$ cat src/shared/swc_pkg.sv
// constants and types shared by the mode and watchdog controller
package swc_pkg;
	// ==========================================
	// timing
	localparam int CLK_HZ         = 125_000_000;
	localparam int MS_PER_S       = 1000;
	localparam int MS_CYCLES      = CLK_HZ / MS_PER_S;
	localparam int RESET_PULSE_MS = 20;
	// ==========================================
	// register addresses (7-bit serial address)
	localparam logic [6:0] A_WDOG_CTRL = 7'h00;
	localparam logic [6:0] A_OP_MODE   = 7'h01;
	localparam logic [6:0] A_MAIN_STAT = 7'h03;
	localparam logic [6:0] A_WDOG_STAT = 7'h05;
	localparam logic [6:0] A_NV_STAT   = 7'h70;
	localparam logic [6:0] A_CHIP_CFG  = 7'h74;
	localparam logic [6:0] A_IDENT     = 7'h7E;
	// arbitrary identification value
	localparam logic [7:0] IDENT_VALUE = 8'h5A;
	// ==========================================
	// serial frame: addr[15:9], read-only[8], data[7:0]
	localparam logic [4:0] FRAME_BITS = 5'h10;
	localparam logic [4:0] ADDR_BITS  = 5'h07;
	localparam int         RO_BIT     = 8;
	// ==========================================
	// field codes and positions
	localparam logic [2:0] OPM_SLEEP   = 3'h1;
	localparam logic [2:0] OPM_STANDBY = 3'h4;
	localparam logic [2:0] OPM_NORMAL  = 3'h7;
	localparam logic [2:0] WDM_AUTO    = 3'h1;
	localparam logic [2:0] WDM_TIMEOUT = 3'h2;
	localparam logic [2:0] WDM_WINDOW  = 3'h4;
	localparam logic [7:0] WDOG_CTRL_RESET = 8'h44;
	localparam logic [7:0] CHIP_CFG_RESET  = 8'h08;
	localparam logic [7:0] CHIP_CFG_MASK   = 8'h3D;
	localparam int CFG_SLEEP_BIT  = 0;
	localparam int CFG_DEVEL_BIT  = 2;
	localparam int CFG_FORCED_BIT = 3;
	// ==========================================
	// reset cause codes
	localparam logic [4:0] RC_POWER_ON    = 5'h00;
	localparam logic [4:0] RC_BUS_WAKE    = 5'h01;
	localparam logic [4:0] RC_LOCAL_WAKE  = 5'h04;
	localparam logic [4:0] RC_SLEEP_WDOG  = 5'h0C;
	localparam logic [4:0] RC_DIAG_WAKE   = 5'h0D;
	localparam logic [4:0] RC_EARLY_TRIG  = 5'h0E;
	localparam logic [4:0] RC_WDOG_OVF    = 5'h0F;
	localparam logic [4:0] RC_ILLEGAL_WD  = 5'h10;
	localparam logic [4:0] RC_EXT_RESET   = 5'h11;
	localparam logic [4:0] RC_OT_EXIT     = 5'h12;
	localparam logic [4:0] RC_UNDERVOLT   = 5'h13;
	localparam logic [4:0] RC_ILLEGAL_SLP = 5'h14;
	localparam logic [4:0] RC_FRAME_ERR   = 5'h16;
	// ==========================================
	// types
	typedef enum logic [2:0] {M_OFF, M_RESET, M_STANDBY, M_NORMAL, M_SLEEP, M_FORCED, M_OVERTEMP} swc_mode_e;
	typedef enum logic [1:0] {WD_OFF, WD_TIMEOUT, WD_WINDOW} swc_wdog_e;
endpackage : swc_pkg

$ cat src/logic/swc_mode_wdog.sv
// operating mode controller, serial registers and watchdog
// Operation
// - over protection threshold, enter overtemp from any mode but sleep and off
// - overtemp disables transceiver and regulators, holds reset pin low, keeps wake pending
// - warning sets status bit; event latched only when its enable is set
// - overtemp exits to reset on cooling, to off on battery loss
// - forced run keeps transceiver and regulators on, watchdog off
// - forced run enable presets to 1; cleared, device passes reset to standby
// - reset sources still act in forced run; transceiver stays on; returns forced
// - forced run serves reads only of status, identity and nonvolatile registers
// - nonvolatile configuration writable only while still in factory state
// - in low power modes receive output high, low once wake pending
// - normal mode receive output carries bus unless transceiver mode is 00
// - mode field bits 2:0 requests sleep, standby, normal; reads current mode
// - status bit 6 is warning, bit 5 set until first normal mode
// - cause field codes wake causes from sleep
// - cause field codes power-on, watchdog, external, overtemp, undervoltage, sleep faults
// - watchdog change in normal forces reset with cause 10000 and failure event
// - window setting behaves as timeout in standby, window only in normal
// - correct write to watchdog control triggers and restarts the counter
// - period field selects 8 to 4096 ms, default 128 ms
// - watchdog mode field bits 7:5 selects autonomous, timeout or window
// - effective watchdog state follows forced, devel, mode field and operating mode
// - startup threshold field loads runtime undervoltage threshold at start-up
// - sleep block bit set makes sleep requests ignored
// - window mode early trigger or overflow resets; late trigger restarts
// - timeout overflow sets failure flag; overflow with flag set resets
module swc_mode_wdog #(
	parameter logic [16:0] MS_CYCLES = 17'(swc_pkg::MS_CYCLES)
) (
	// clock, reset, enable
	input  wire logic       ref_clk,
	input  wire logic       resetn,
	input  wire logic       ce,
	// serial register port
	input  wire logic       spiSclk,
	input  wire logic       spiCsN,
	input  wire logic       spiMosi,
	output logic            spiMiso,
	// analog sense and wake inputs
	input  wire logic       overTemp,
	input  wire logic       tempWarn,
	input  wire logic       batPowerOff,
	input  wire logic       v1Undervolt,
	input  wire logic       resetPinIn,
	input  wire logic       busRxd,
	input  wire logic       busWake,
	input  wire logic       localWake,
	input  wire logic       diagWake,
	input  wire logic       frameErr,
	// loose control bits
	input  wire logic [1:0] transceiverModeSelect,
	input  wire logic       tempWarningEventEnable,
	input  wire logic       serialFailureEventEnable,
	input  wire logic       auxRegRequest,
	input  wire logic [2:0] eventClear,
	// outputs to pins and analog
	output logic            rxd,
	output logic            mainRegulator,
	output logic            auxRegulator,
	output logic            transceiverActive,
	output logic            resetPinOut,
	output logic            resetPinOeN,
	output logic [1:0]      runtimeUvThreshold,
	// events
	output logic            tempWarningEvent,
	output logic            serialFailureEvent,
	output logic            wdogFailureFlag
);
	// ==========================================
	// functions
	function automatic logic [12:0] periodMs(input logic [3:0] code);
		case (code)
			4'h8: periodMs = 13'h0008;
			4'h1: periodMs = 13'h0010;
			4'h2: periodMs = 13'h0020;
			4'hB: periodMs = 13'h0040;
			4'h4: periodMs = 13'h0080;
			4'hD: periodMs = 13'h0100;
			4'hE: periodMs = 13'h0400;
			4'h7: periodMs = 13'h1000;
			default: periodMs = 13'h0000;
		endcase
	endfunction : periodMs

	function automatic logic isWdMode(input logic [2:0] m);
		isWdMode = (m == swc_pkg::WDM_AUTO) || (m == swc_pkg::WDM_TIMEOUT) || (m == swc_pkg::WDM_WINDOW);
	endfunction : isWdMode

	// ==========================================
	// state
	swc_pkg::swc_mode_e mode, next_mode;
	swc_pkg::swc_wdog_e wdEff, wdEffQ;
	logic [4:0]  resetCause, next_cause;
	logic [7:0]  wdogCtrl, chipCfg;
	logic        nvFactory, firstNormalPending, tempWarnStatus, tempWarnQ, wakePending;
	logic        sclkQ, csQ, misoQ;
	logic [4:0]  bitCnt;
	logic [15:0] shIn;
	logic [7:0]  shOut;
	logic [16:0] msPre;
	logic [12:0] wdMs;
	logic [4:0]  rstMs;

	// ==========================================
	// serial frame decode
	wire logic       sclkRise = spiSclk & ~sclkQ & ~spiCsN;
	wire logic       sclkFall = ~spiSclk & sclkQ & ~spiCsN;
	wire logic       frameEnd = spiCsN & ~csQ;
	wire logic       spiOn    = (mode == swc_pkg::M_STANDBY) || (mode == swc_pkg::M_NORMAL) || (mode == swc_pkg::M_FORCED);
	wire logic       wrStb    = frameEnd && (bitCnt == swc_pkg::FRAME_BITS) && !shIn[swc_pkg::RO_BIT] && spiOn;
	wire logic [6:0] wrAddr   = shIn[15:9];
	wire logic [7:0] wrData   = shIn[7:0];
	wire logic       readLoad = sclkRise && (bitCnt == swc_pkg::ADDR_BITS);
	wire logic [6:0] rdSel    = shIn[6:0];

	// ==========================================
	// configuration fields
	wire logic       forcedRun  = chipCfg[swc_pkg::CFG_FORCED_BIT];
	wire logic       develMode  = chipCfg[swc_pkg::CFG_DEVEL_BIT];
	wire logic       sleepBlock = chipCfg[swc_pkg::CFG_SLEEP_BIT];
	wire logic [2:0] wdMode     = wdogCtrl[7:5];
	wire logic [12:0] wdPer     = periodMs(wdogCtrl[3:0]);
	wire logic       inNormal   = (mode == swc_pkg::M_NORMAL);
	wire logic       inStandby  = (mode == swc_pkg::M_STANDBY);
	wire logic       inSleep    = (mode == swc_pkg::M_SLEEP);

	// ==========================================
	// read mux
	logic [2:0] modeCode;
	always_comb begin
		case (mode)
			swc_pkg::M_NORMAL: modeCode = swc_pkg::OPM_NORMAL;
			swc_pkg::M_SLEEP:  modeCode = swc_pkg::OPM_SLEEP;
			default:           modeCode = swc_pkg::OPM_STANDBY;
		endcase
	end
	wire logic firstHalf = wdMs < (wdPer >> 1);
	wire logic [1:0] wdStat = (wdEff == swc_pkg::WD_OFF) ? 2'h0 : (firstHalf ? 2'h1 : 2'h2);
	// restricted set while forced run is active
	wire logic rdAllowed = (mode != swc_pkg::M_FORCED) || (rdSel == swc_pkg::A_MAIN_STAT) || (rdSel == swc_pkg::A_WDOG_STAT)
		|| (rdSel == swc_pkg::A_IDENT) || (rdSel == swc_pkg::A_NV_STAT) || (rdSel == swc_pkg::A_CHIP_CFG);
	logic [7:0] rdRaw;
	always_comb begin
		case (rdSel)
			swc_pkg::A_WDOG_CTRL: rdRaw = wdogCtrl & 8'hEF;
			swc_pkg::A_OP_MODE:   rdRaw = {5'h00, modeCode};
			swc_pkg::A_MAIN_STAT: rdRaw = {1'b0, tempWarnStatus, firstNormalPending, resetCause};
			swc_pkg::A_WDOG_STAT: rdRaw = {4'h0, mode == swc_pkg::M_FORCED, develMode, wdStat};
			swc_pkg::A_NV_STAT:   rdRaw = {7'h00, nvFactory};
			swc_pkg::A_CHIP_CFG:  rdRaw = chipCfg;
			swc_pkg::A_IDENT:     rdRaw = swc_pkg::IDENT_VALUE;
			default:              rdRaw = 8'h00;
		endcase
	end
	wire logic [7:0] rdData = rdAllowed ? rdRaw : 8'h00;

	// ==========================================
	// watchdog decode
	always_comb begin
		if (forcedRun || (wdMode == swc_pkg::WDM_AUTO && develMode)) begin
			wdEff = swc_pkg::WD_OFF;
		end else if (wdMode == swc_pkg::WDM_AUTO) begin
			wdEff = (inNormal || (inStandby && wakePending)) ? swc_pkg::WD_TIMEOUT : swc_pkg::WD_OFF;
		end else if (inNormal) begin
			wdEff = (wdMode == swc_pkg::WDM_WINDOW) ? swc_pkg::WD_WINDOW : swc_pkg::WD_TIMEOUT;
		end else if (inStandby || inSleep) begin
			wdEff = swc_pkg::WD_TIMEOUT;
		end else begin
			wdEff = swc_pkg::WD_OFF;
		end
	end
	wire logic msTick   = (msPre == MS_CYCLES - 17'h00001);
	wire logic wdOvf    = (wdEff != swc_pkg::WD_OFF) && msTick && (wdMs + 13'h0001 >= wdPer);
	wire logic wdTrig   = wrStb && (wrAddr == swc_pkg::A_WDOG_CTRL) && (inNormal || inStandby);
	wire logic wdChange = (wrData[7:5] != wdMode) || (wrData[3:0] != wdogCtrl[3:0]);
	wire logic wdIllegal = wdTrig && inNormal && wdChange;
	wire logic wdEarly  = wdTrig && (wdEff == swc_pkg::WD_WINDOW) && firstHalf;
	wire logic wdFailSet = wdOvf && (wdEff == swc_pkg::WD_TIMEOUT) && (!wdogFailureFlag || inSleep);
	wire logic wdReset  = (wdOvf && (wdEff == swc_pkg::WD_WINDOW || wdogFailureFlag)) || wdEarly;

	// ==========================================
	// mode requests
	wire logic modeWr   = wrStb && (wrAddr == swc_pkg::A_OP_MODE) && (inNormal || inStandby);
	wire logic sleepReq = modeWr && (wrData[2:0] == swc_pkg::OPM_SLEEP);
	wire logic badSleep = sleepReq && !sleepBlock && wakePending;
	wire logic anyWake  = busWake || localWake || diagWake || frameErr;
	wire logic rstDone  = (rstMs == 5'(swc_pkg::RESET_PULSE_MS));
	wire logic serialFailSet = serialFailureEventEnable && (wdIllegal || (sleepReq && sleepBlock) || badSleep);

	// ==========================================
	// mode machine
	always_comb begin
		next_mode  = mode;
		next_cause = resetCause;
		if (batPowerOff) begin
			next_mode = swc_pkg::M_OFF;
		end else begin
			case (mode)
				swc_pkg::M_OFF: begin
					next_mode  = swc_pkg::M_RESET;
					next_cause = swc_pkg::RC_POWER_ON;
				end
				swc_pkg::M_OVERTEMP: begin
					if (!overTemp) begin
						next_mode  = swc_pkg::M_RESET;
						next_cause = swc_pkg::RC_OT_EXIT;
					end
				end
				swc_pkg::M_SLEEP: begin
					if (anyWake || wdOvf) begin
						next_mode = swc_pkg::M_RESET;
					end
					if (busWake) begin
						next_cause = swc_pkg::RC_BUS_WAKE;
					end else if (localWake) begin
						next_cause = swc_pkg::RC_LOCAL_WAKE;
					end else if (diagWake) begin
						next_cause = swc_pkg::RC_DIAG_WAKE;
					end else if (frameErr) begin
						next_cause = swc_pkg::RC_FRAME_ERR;
					end else if (wdOvf) begin
						next_cause = swc_pkg::RC_SLEEP_WDOG;
					end
				end
				default: begin
					if (overTemp) begin
						next_mode = swc_pkg::M_OVERTEMP;
					end else if (v1Undervolt) begin
						next_mode  = swc_pkg::M_RESET;
						next_cause = swc_pkg::RC_UNDERVOLT;
					end else if (mode == swc_pkg::M_RESET) begin
						if (rstDone && resetPinIn) begin
							next_mode = forcedRun ? swc_pkg::M_FORCED : swc_pkg::M_STANDBY;
						end
					end else if (!resetPinIn) begin
						next_mode  = swc_pkg::M_RESET;
						next_cause = swc_pkg::RC_EXT_RESET;
					end else if (mode == swc_pkg::M_FORCED) begin
						if (!forcedRun) begin
							next_mode = swc_pkg::M_RESET;
						end
					end else if (wdIllegal) begin
						next_mode  = swc_pkg::M_RESET;
						next_cause = swc_pkg::RC_ILLEGAL_WD;
					end else if (wdReset) begin
						next_mode  = swc_pkg::M_RESET;
						next_cause = wdEarly ? swc_pkg::RC_EARLY_TRIG : swc_pkg::RC_WDOG_OVF;
					end else if (badSleep) begin
						next_mode  = swc_pkg::M_RESET;
						next_cause = swc_pkg::RC_ILLEGAL_SLP;
					end else if (modeWr) begin
						if (sleepReq && !sleepBlock) begin
							next_mode = swc_pkg::M_SLEEP;
						end else if (wrData[2:0] == swc_pkg::OPM_STANDBY) begin
							next_mode = swc_pkg::M_STANDBY;
						end else if (wrData[2:0] == swc_pkg::OPM_NORMAL && inStandby) begin
							next_mode = swc_pkg::M_NORMAL;
						end
					end
				end
			endcase
		end
	end

	// ==========================================
	// pin and supply outputs
	wire logic rxBus    = (mode == swc_pkg::M_FORCED) || (inNormal && transceiverModeSelect != 2'h0);
	wire logic trxOn    = rxBus || (mode == swc_pkg::M_RESET && forcedRun);
	wire logic mainOn   = (mode != swc_pkg::M_OFF) && !inSleep && (mode != swc_pkg::M_OVERTEMP);
	wire logic auxOn    = (mode == swc_pkg::M_FORCED) || (mainOn && auxRegRequest) || (inSleep && auxRegRequest);
	// reset pin released at pulse end so the pin can read back high
	wire logic rstDrive = (mode == swc_pkg::M_OFF) || inSleep || (mode == swc_pkg::M_OVERTEMP)
		|| (mode == swc_pkg::M_RESET && !rstDone);
	wire logic wakeSet  = (anyWake && !inNormal && (mode != swc_pkg::M_OFF)) || (inSleep && wdOvf);

	always_ff @(posedge ref_clk or negedge resetn) begin
		if (!resetn) begin
			rxd                <= 1'b1;
			mainRegulator      <= 1'b0;
			auxRegulator       <= 1'b0;
			transceiverActive  <= 1'b0;
			resetPinOut        <= 1'b0;
			resetPinOeN        <= 1'b0;
		end else if (ce) begin
			rxd                <= rxBus ? busRxd : !wakePending;
			mainRegulator      <= mainOn;
			auxRegulator       <= auxOn;
			transceiverActive  <= trxOn;
			resetPinOut        <= 1'b0;
			resetPinOeN        <= !rstDrive;
		end
	end

	// ==========================================
	// mode, status and configuration
	always_ff @(posedge ref_clk or negedge resetn) begin
		if (!resetn) begin
			mode               <= swc_pkg::M_OFF;
			resetCause         <= swc_pkg::RC_POWER_ON;
			wdogCtrl           <= swc_pkg::WDOG_CTRL_RESET;
			chipCfg            <= swc_pkg::CHIP_CFG_RESET;
			nvFactory          <= 1'b1;
			firstNormalPending <= 1'b1;
			runtimeUvThreshold <= 2'h0;
			tempWarnStatus     <= 1'b0;
			tempWarnQ          <= 1'b0;
			wakePending        <= 1'b0;
		end else if (ce) begin
			mode               <= next_mode;
			resetCause         <= next_cause;
			tempWarnStatus     <= tempWarn;
			tempWarnQ          <= tempWarn;
			if (wdTrig && inStandby && isWdMode(wrData[7:5]) && periodMs(wrData[3:0]) != 13'h0000) begin
				wdogCtrl <= wrData & 8'hEF;
			end else if (next_mode == swc_pkg::M_RESET && mode != swc_pkg::M_RESET && develMode) begin
				wdogCtrl <= {swc_pkg::WDM_AUTO, wdogCtrl[4:0]};
			end
			if (wrStb && wrAddr == swc_pkg::A_CHIP_CFG && nvFactory) begin
				chipCfg   <= wrData & swc_pkg::CHIP_CFG_MASK;
				nvFactory <= 1'b0;
			end
			if (mode == swc_pkg::M_OFF) begin
				firstNormalPending <= 1'b1;
				runtimeUvThreshold <= chipCfg[5:4];
			end else if (inNormal) begin
				firstNormalPending <= 1'b0;
			end
			if (wakeSet) begin
				wakePending <= 1'b1;
			end else if (next_mode == swc_pkg::M_NORMAL) begin
				wakePending <= 1'b0;
			end
		end
	end

	// ==========================================
	// events: set wins over clear
	always_ff @(posedge ref_clk or negedge resetn) begin
		if (!resetn) begin
			tempWarningEvent   <= 1'b0;
			serialFailureEvent <= 1'b0;
			wdogFailureFlag    <= 1'b0;
		end else if (ce) begin
			tempWarningEvent   <= (tempWarn && !tempWarnQ && tempWarningEventEnable) || (tempWarningEvent && !eventClear[0]);
			serialFailureEvent <= serialFailSet || (serialFailureEvent && !eventClear[1]);
			wdogFailureFlag    <= wdFailSet || (wdogFailureFlag && !eventClear[2]);
		end
	end

	// ==========================================
	// timers
	always_ff @(posedge ref_clk or negedge resetn) begin
		if (!resetn) begin
			msPre  <= 17'h00000;
			wdMs   <= 13'h0000;
			wdEffQ <= swc_pkg::WD_OFF;
			rstMs  <= 5'h00;
		end else if (ce) begin
			msPre  <= msTick ? 17'h00000 : msPre + 17'h00001;
			wdEffQ <= wdEff;
			if (wdEff == swc_pkg::WD_OFF || wdEff != wdEffQ || wdTrig || wdOvf) begin
				wdMs <= 13'h0000;
			end else if (msTick) begin
				wdMs <= wdMs + 13'h0001;
			end
			if (mode != swc_pkg::M_RESET || v1Undervolt) begin
				rstMs <= 5'h00;
			end else if (msTick && !rstDone) begin
				rstMs <= rstMs + 5'h01;
			end
		end
	end

	// ==========================================
	// serial shifter
	always_ff @(posedge ref_clk or negedge resetn) begin
		if (!resetn) begin
			sclkQ   <= 1'b0;
			csQ     <= 1'b1;
			bitCnt  <= 5'h00;
			shIn    <= 16'h0000;
			shOut   <= 8'h00;
			misoQ   <= 1'b0;
		end else if (ce) begin
			sclkQ <= spiSclk;
			csQ   <= spiCsN;
			if (spiCsN) begin
				bitCnt <= 5'h00;
				misoQ  <= 1'b0;
			end else if (sclkRise) begin
				shIn   <= {shIn[14:0], spiMosi};
				bitCnt <= (bitCnt == swc_pkg::FRAME_BITS) ? bitCnt : bitCnt + 5'h01;
				if (readLoad) begin
					shOut <= rdData;
				end
			end else if (sclkFall && bitCnt > swc_pkg::ADDR_BITS) begin
				misoQ <= shOut[7];
				shOut <= {shOut[6:0], 1'b0};
			end
		end
	end
	assign spiMiso = misoQ;

	wire logic calm = ce && !batPowerOff;
endmodule : swc_mode_wdog

$ cat config.mk
export PLATFORM = sky130hd
export DESIGN_NAME = swc_mode_wdog
export DESIGN_NICKNAME = d
export VERILOG_FILES = /design/src/shared/swc_pkg.sv /design/src/logic/swc_mode_wdog.sv
export SDC_FILE = /design/constraint.sdc
export NUM_CORES = 1
export LEC_CHECK = 0
export BUFFER_PORTS_ARGS = -buffer_cell sky130_fd_sc_hd__clkbuf_2
export CORE_ASPECT_RATIO = 2
export CORE_MARGIN = 2
export CORE_UTILIZATION = 56
export DETAILED_ROUTE_END_ITERATION = 8
export PLACE_DENSITY = 0.77
export RECOVER_POWER = 50
export SYNTH_ARGS = -nofsm -noshare
export SYNTH_HDL_FRONTEND = slang
export SYNTH_SLANG_ARGS = --single-unit
export TNS_END_PERCENT = 10
$ cat constraint.sdc
create_clock -name ref_clk -period 3.1 [get_ports ref_clk]
set_input_delay 0.31 -clock ref_clk [delete_from_list [all_inputs] [get_ports ref_clk]]
set_output_delay 0.31 -clock ref_clk [all_outputs]
set_load 0.01 [all_outputs]
==> run_results.csv <==
group,metric,value,unit
status,status,"finished with violations",
status,violations,"capacitance limit, slew limit",
timing,relSlewSlack,-49.3,%
floorplan,io-pin-count,36,
timing,skew,0.0106,ns
finish,final_cell_mix,"93 x dfrtp_1, 70 x nand2_1, 63 x buf_4",
logic_synthesis,synth_xor_xnor_area_share,4.75,%
finish,syn2layout_area_growth,19.0,%
power_and_ir_drop,ir_drop,0.471,mV
clocking,cts_tree,"done",
route,viasPerCell,6.26,
finish,nNetsFinal,831,
clocking,htreeDepth,3,
power_and_ir_drop,p_leak,3.47,nW
timing,rsz0062_at_grt,"true",
grt,grt_pass1_vias,5819,
route,vias,5836,
critical_path,cp_cell_sequence,"ha_4, nand4_1, nor3_2, buf_4, nand3_2, xnor2_2, ha_4, buf_4, o21ai_1, o21ai_2, o211ai_4, a31oi_4, o311ai_2, o21a_1",
timing,fin_crit_sh,98.1,%
critical_path,critPathRequiredTime,3.34,ns
floorplan,rows,55,
critical_path,regToRegSetupSlack,0.06,ns
logic_synthesis,synth_fa_ha_area_share,4.26,%
logic_synthesis,ys_warn_count,0,
clocking,clk_pin_slew,0.07,ns
floorplan,die_h,156,um
placement,hpwl,14500,um
grt,grt_pass1_wl,29900,um
power_and_ir_drop,power_density,515,nW/um2
grt,grt_max_degree,88,
placement,io_buffer_count,34,
clocking,cts_root_buffer,"clkbuf_16",
clocking,clock-sinks,103,
route,drt_iter0_drc,413,
critical_path,slowest_delay,0.39,ns
hold_path,min_path_type,"input port to flop",
logic_synthesis,synth_seq_area_share,40.0,%
floorplan,die_area,12500,um2
grt,grt_overflow,0,
clocking,clk_latency,0.35,ns
critical_path,critical_path_class,"flop to flop",
route,highest_layer,"met4",
critical_path,worst-path-max-fanout,5,
route,first_pass_iters,5,
timing,final_max_slew_viol_count,88,
route,met1_length,6820,um
critical_path,critPathSlowestCell,"dfrtp_1",
logic_synthesis,synth_edf_count,0,
logic_synthesis,syn_area_per_cell,9.17,um2
route,dr_wl_met2,10600,um
timing,worst_slack,0.0591,ns
logic_synthesis,syn_area,6460,um2
logic_synthesis,muxShareOfSynthArea,5.71,%
timing,worst_slew_pin_slew,2.24,ns
critical_path,cp-end-kind,"flop",
clocking,cts_buffers,9,
clocking,cts_buffer_depth,2,
logic_synthesis,synthSimpleGateAreaFrac,23.9,%
route,drc,0,
run,maxCapViolations,1,
critical_path,critical_path_arrival,3.28,ns
critical_path,cp-start-kind,"flop",
route,post_drt_wl_per_cell,20.6,um
finish,final_common_cell,"dfrtp_1",
floorplan,die_w,79.9,um
finish,diodes,0,
logic_synthesis,async_reset_ff_share,100,%
route,drtAntennaViolNets,0,
logic_synthesis,synth_top_family_by_area,"simple AND/OR/NAND/NOR gates",
logic_synthesis,netlist_instances,704,
grt,grt_antenna_before_repair,0,
timing,setup_viol,0,
critical_path,critPathBufInv,2,
logic_synthesis,synth_compound_area_share,17.6,%
finish,n_fill_cell,911,
logic_synthesis,synth_ff_type,"dfrtp_1",
timing,tns,0,ns
logic_synthesis,syn-num-nets,750,
route,wl,19200,um
finish,drive_above_1_share,25.2,%
route,route.met3.wl,555,um
placement,gp_congestion,0.986,
grt,track_usage,31.4,%
timing,timing_hold_violations_final,0,
floorplan,initial_core_util,57.2,%
logic_synthesis,ys_ff_latch,103,
floorplan,core_area,11300,um2
timing,max_freq,329,MHz
logic_synthesis,synth_cell_types,88,
placement,pre_cts_slack,-0.148,ns
critical_path,cpLargestDelayFamily,"compound AO/OA/AOI/OAI gates",
timing,min_period,3.04,ns
## path summary, 6_finish.rpt
path | startpoint | end | cells after the start
max in group asynchronous | resetn | wdMs[2]$_DFFE_PN0P_ | 1
min in group asynchronous | resetn | wdMs[3]$_DFFE_PN0P_ | 1
hold reg to reg | tempWarningEvent$_DFFE_PN0P_ | tempWarningEvent$_DFFE_PN0P_ | 2
hold / removal | spiMosi | shIn[0]$_DFFE_PN0P_ | 3
setup reg to reg | wdMs[1]$_DFFE_PN0P_ | resetCause[1]$_DFFE_PN0P_ | 14
setup / recovery | wdMs[1]$_DFFE_PN0P_ | resetCause[1]$_DFFE_PN0P_ | 14
## stage by stage
stage | hold WS [ns] | std cells | util, % | instance area [um2] | total power [W]
2_1_floorplan | 0.0144 | 704 | - | 6460 | 0.00241
3_3_place_gp | 0.455 | 907 | 63.1 | 7130 | 0.00272
3_5_place_dp | 0.477 | 907 | 63.1 | 7130 | 0.00277
4_1_cts | 0.173 | 923 | 66.4 | 7500 | 0.00395
5_1_grt | 0.205 | 932 | 68.1 | 7690 | 0.00415
6_report | 0.170 | 932 | 68.1 | 7690 | 0.00396
## tightest hold or removal path, cell delays in order
cell and delay [ns]:
clkbuf_2 0.08, nand2_1 0.03, o21ai_0 0.07
## registers in the layout, summed over array words and instances, names as in the netlist, 2 cells and up
name / count
resetCause: 5
runtimeUvThreshold: 2
msPre: 17
rstMs: 5
wdMs: 13
shIn: 16
chipCfg: 5
wdEffQ: 2
wdogCtrl: 7
mode: 3
bitCnt: 5
shOut: 8
## layer usage
layer  GRT usage, %  vias up
li1               -     2695
met1           32.9     2898
met2           56.8      181
met3           3.82       62
met4           20.7        0
met5              0        -
## Yosys cell counts, types with 4 or more instances
cell	number	area (um2)
dfrtp_1	96	2400
nand2_1	71	267
nor2_1	63	236
o21ai_0	46	230
a21oi_1	35	175
mux2_2	27	304
nand3_1	27	135
inv_1	25	93.8
ha_1	22	275
xnor2_1	22	193
clkbuf_1	20	75.1
nor3_1	17	85.1
nand2b_1	15	93.8
xor2_1	13	114
nor2b_1	12	75.1
a31oi_1	8	50.1
and3_1	8	50.1
a211oi_1	7	52.6
a21o_1	7	52.6
dfstp_2	7	184
nand4_1	7	43.8
and2_1	6	37.5
buf_2	6	30.0
o21a_1	6	45.0
o21ai_1	6	30.0
mux2i_1	5	50.1
nand4b_1	5	43.8
nor3b_1	5	37.5
nor4_1	5	31.3
o211ai_1	5	37.5
o31ai_1	5	37.5
a21boi_0	4	30.0
a22oi_1	4	30.0
and4_1	4	35.0
o21bai_1	4	30.0
## what timing repair did
item                                   in CTS  in global routing
endpoints found under the hold margin       0                  0
gates cloned                                0                  1
buffers inserted                            0                  8
hold buffers                                0                  0
setup endpoints to repair                  15                 22
resized for setup                          15                 26
pin swaps                                   2                 22
## cell type report
class	instances	area, um2	share of cell area (%)
sequential	103	2590	33.7
inverter	26	97.6	1.27
tap	142	178	2.31
clock inverter	5	63.8	0.830
multi-input combinational	544	3840	50.0
clock buffer	11	243	3.16
timing repair buffer	101	673	8.76
## power by group
part	leakage (nW)	internal, W	switching, W
Combinational	1.99	0.000420	0.000518
Clock	0.147	0.000657	0.000529
Sequential	1.33	0.00157	0.000267
Total	3.47	0.00265	0.00131
## logic make-up (layout without fill, tap and decap cells)
family	after synthesis	after routing
and+or+nand+nor	282	282
adders and majority gates	22	22
AOI/OAI and AO/OA	170	171
other	1	1
buffers and inverters	58	143
xor gates and xnor gates	35	35
DFF	103	103
muxes	33	33
(Power assumes the default switching activity.)
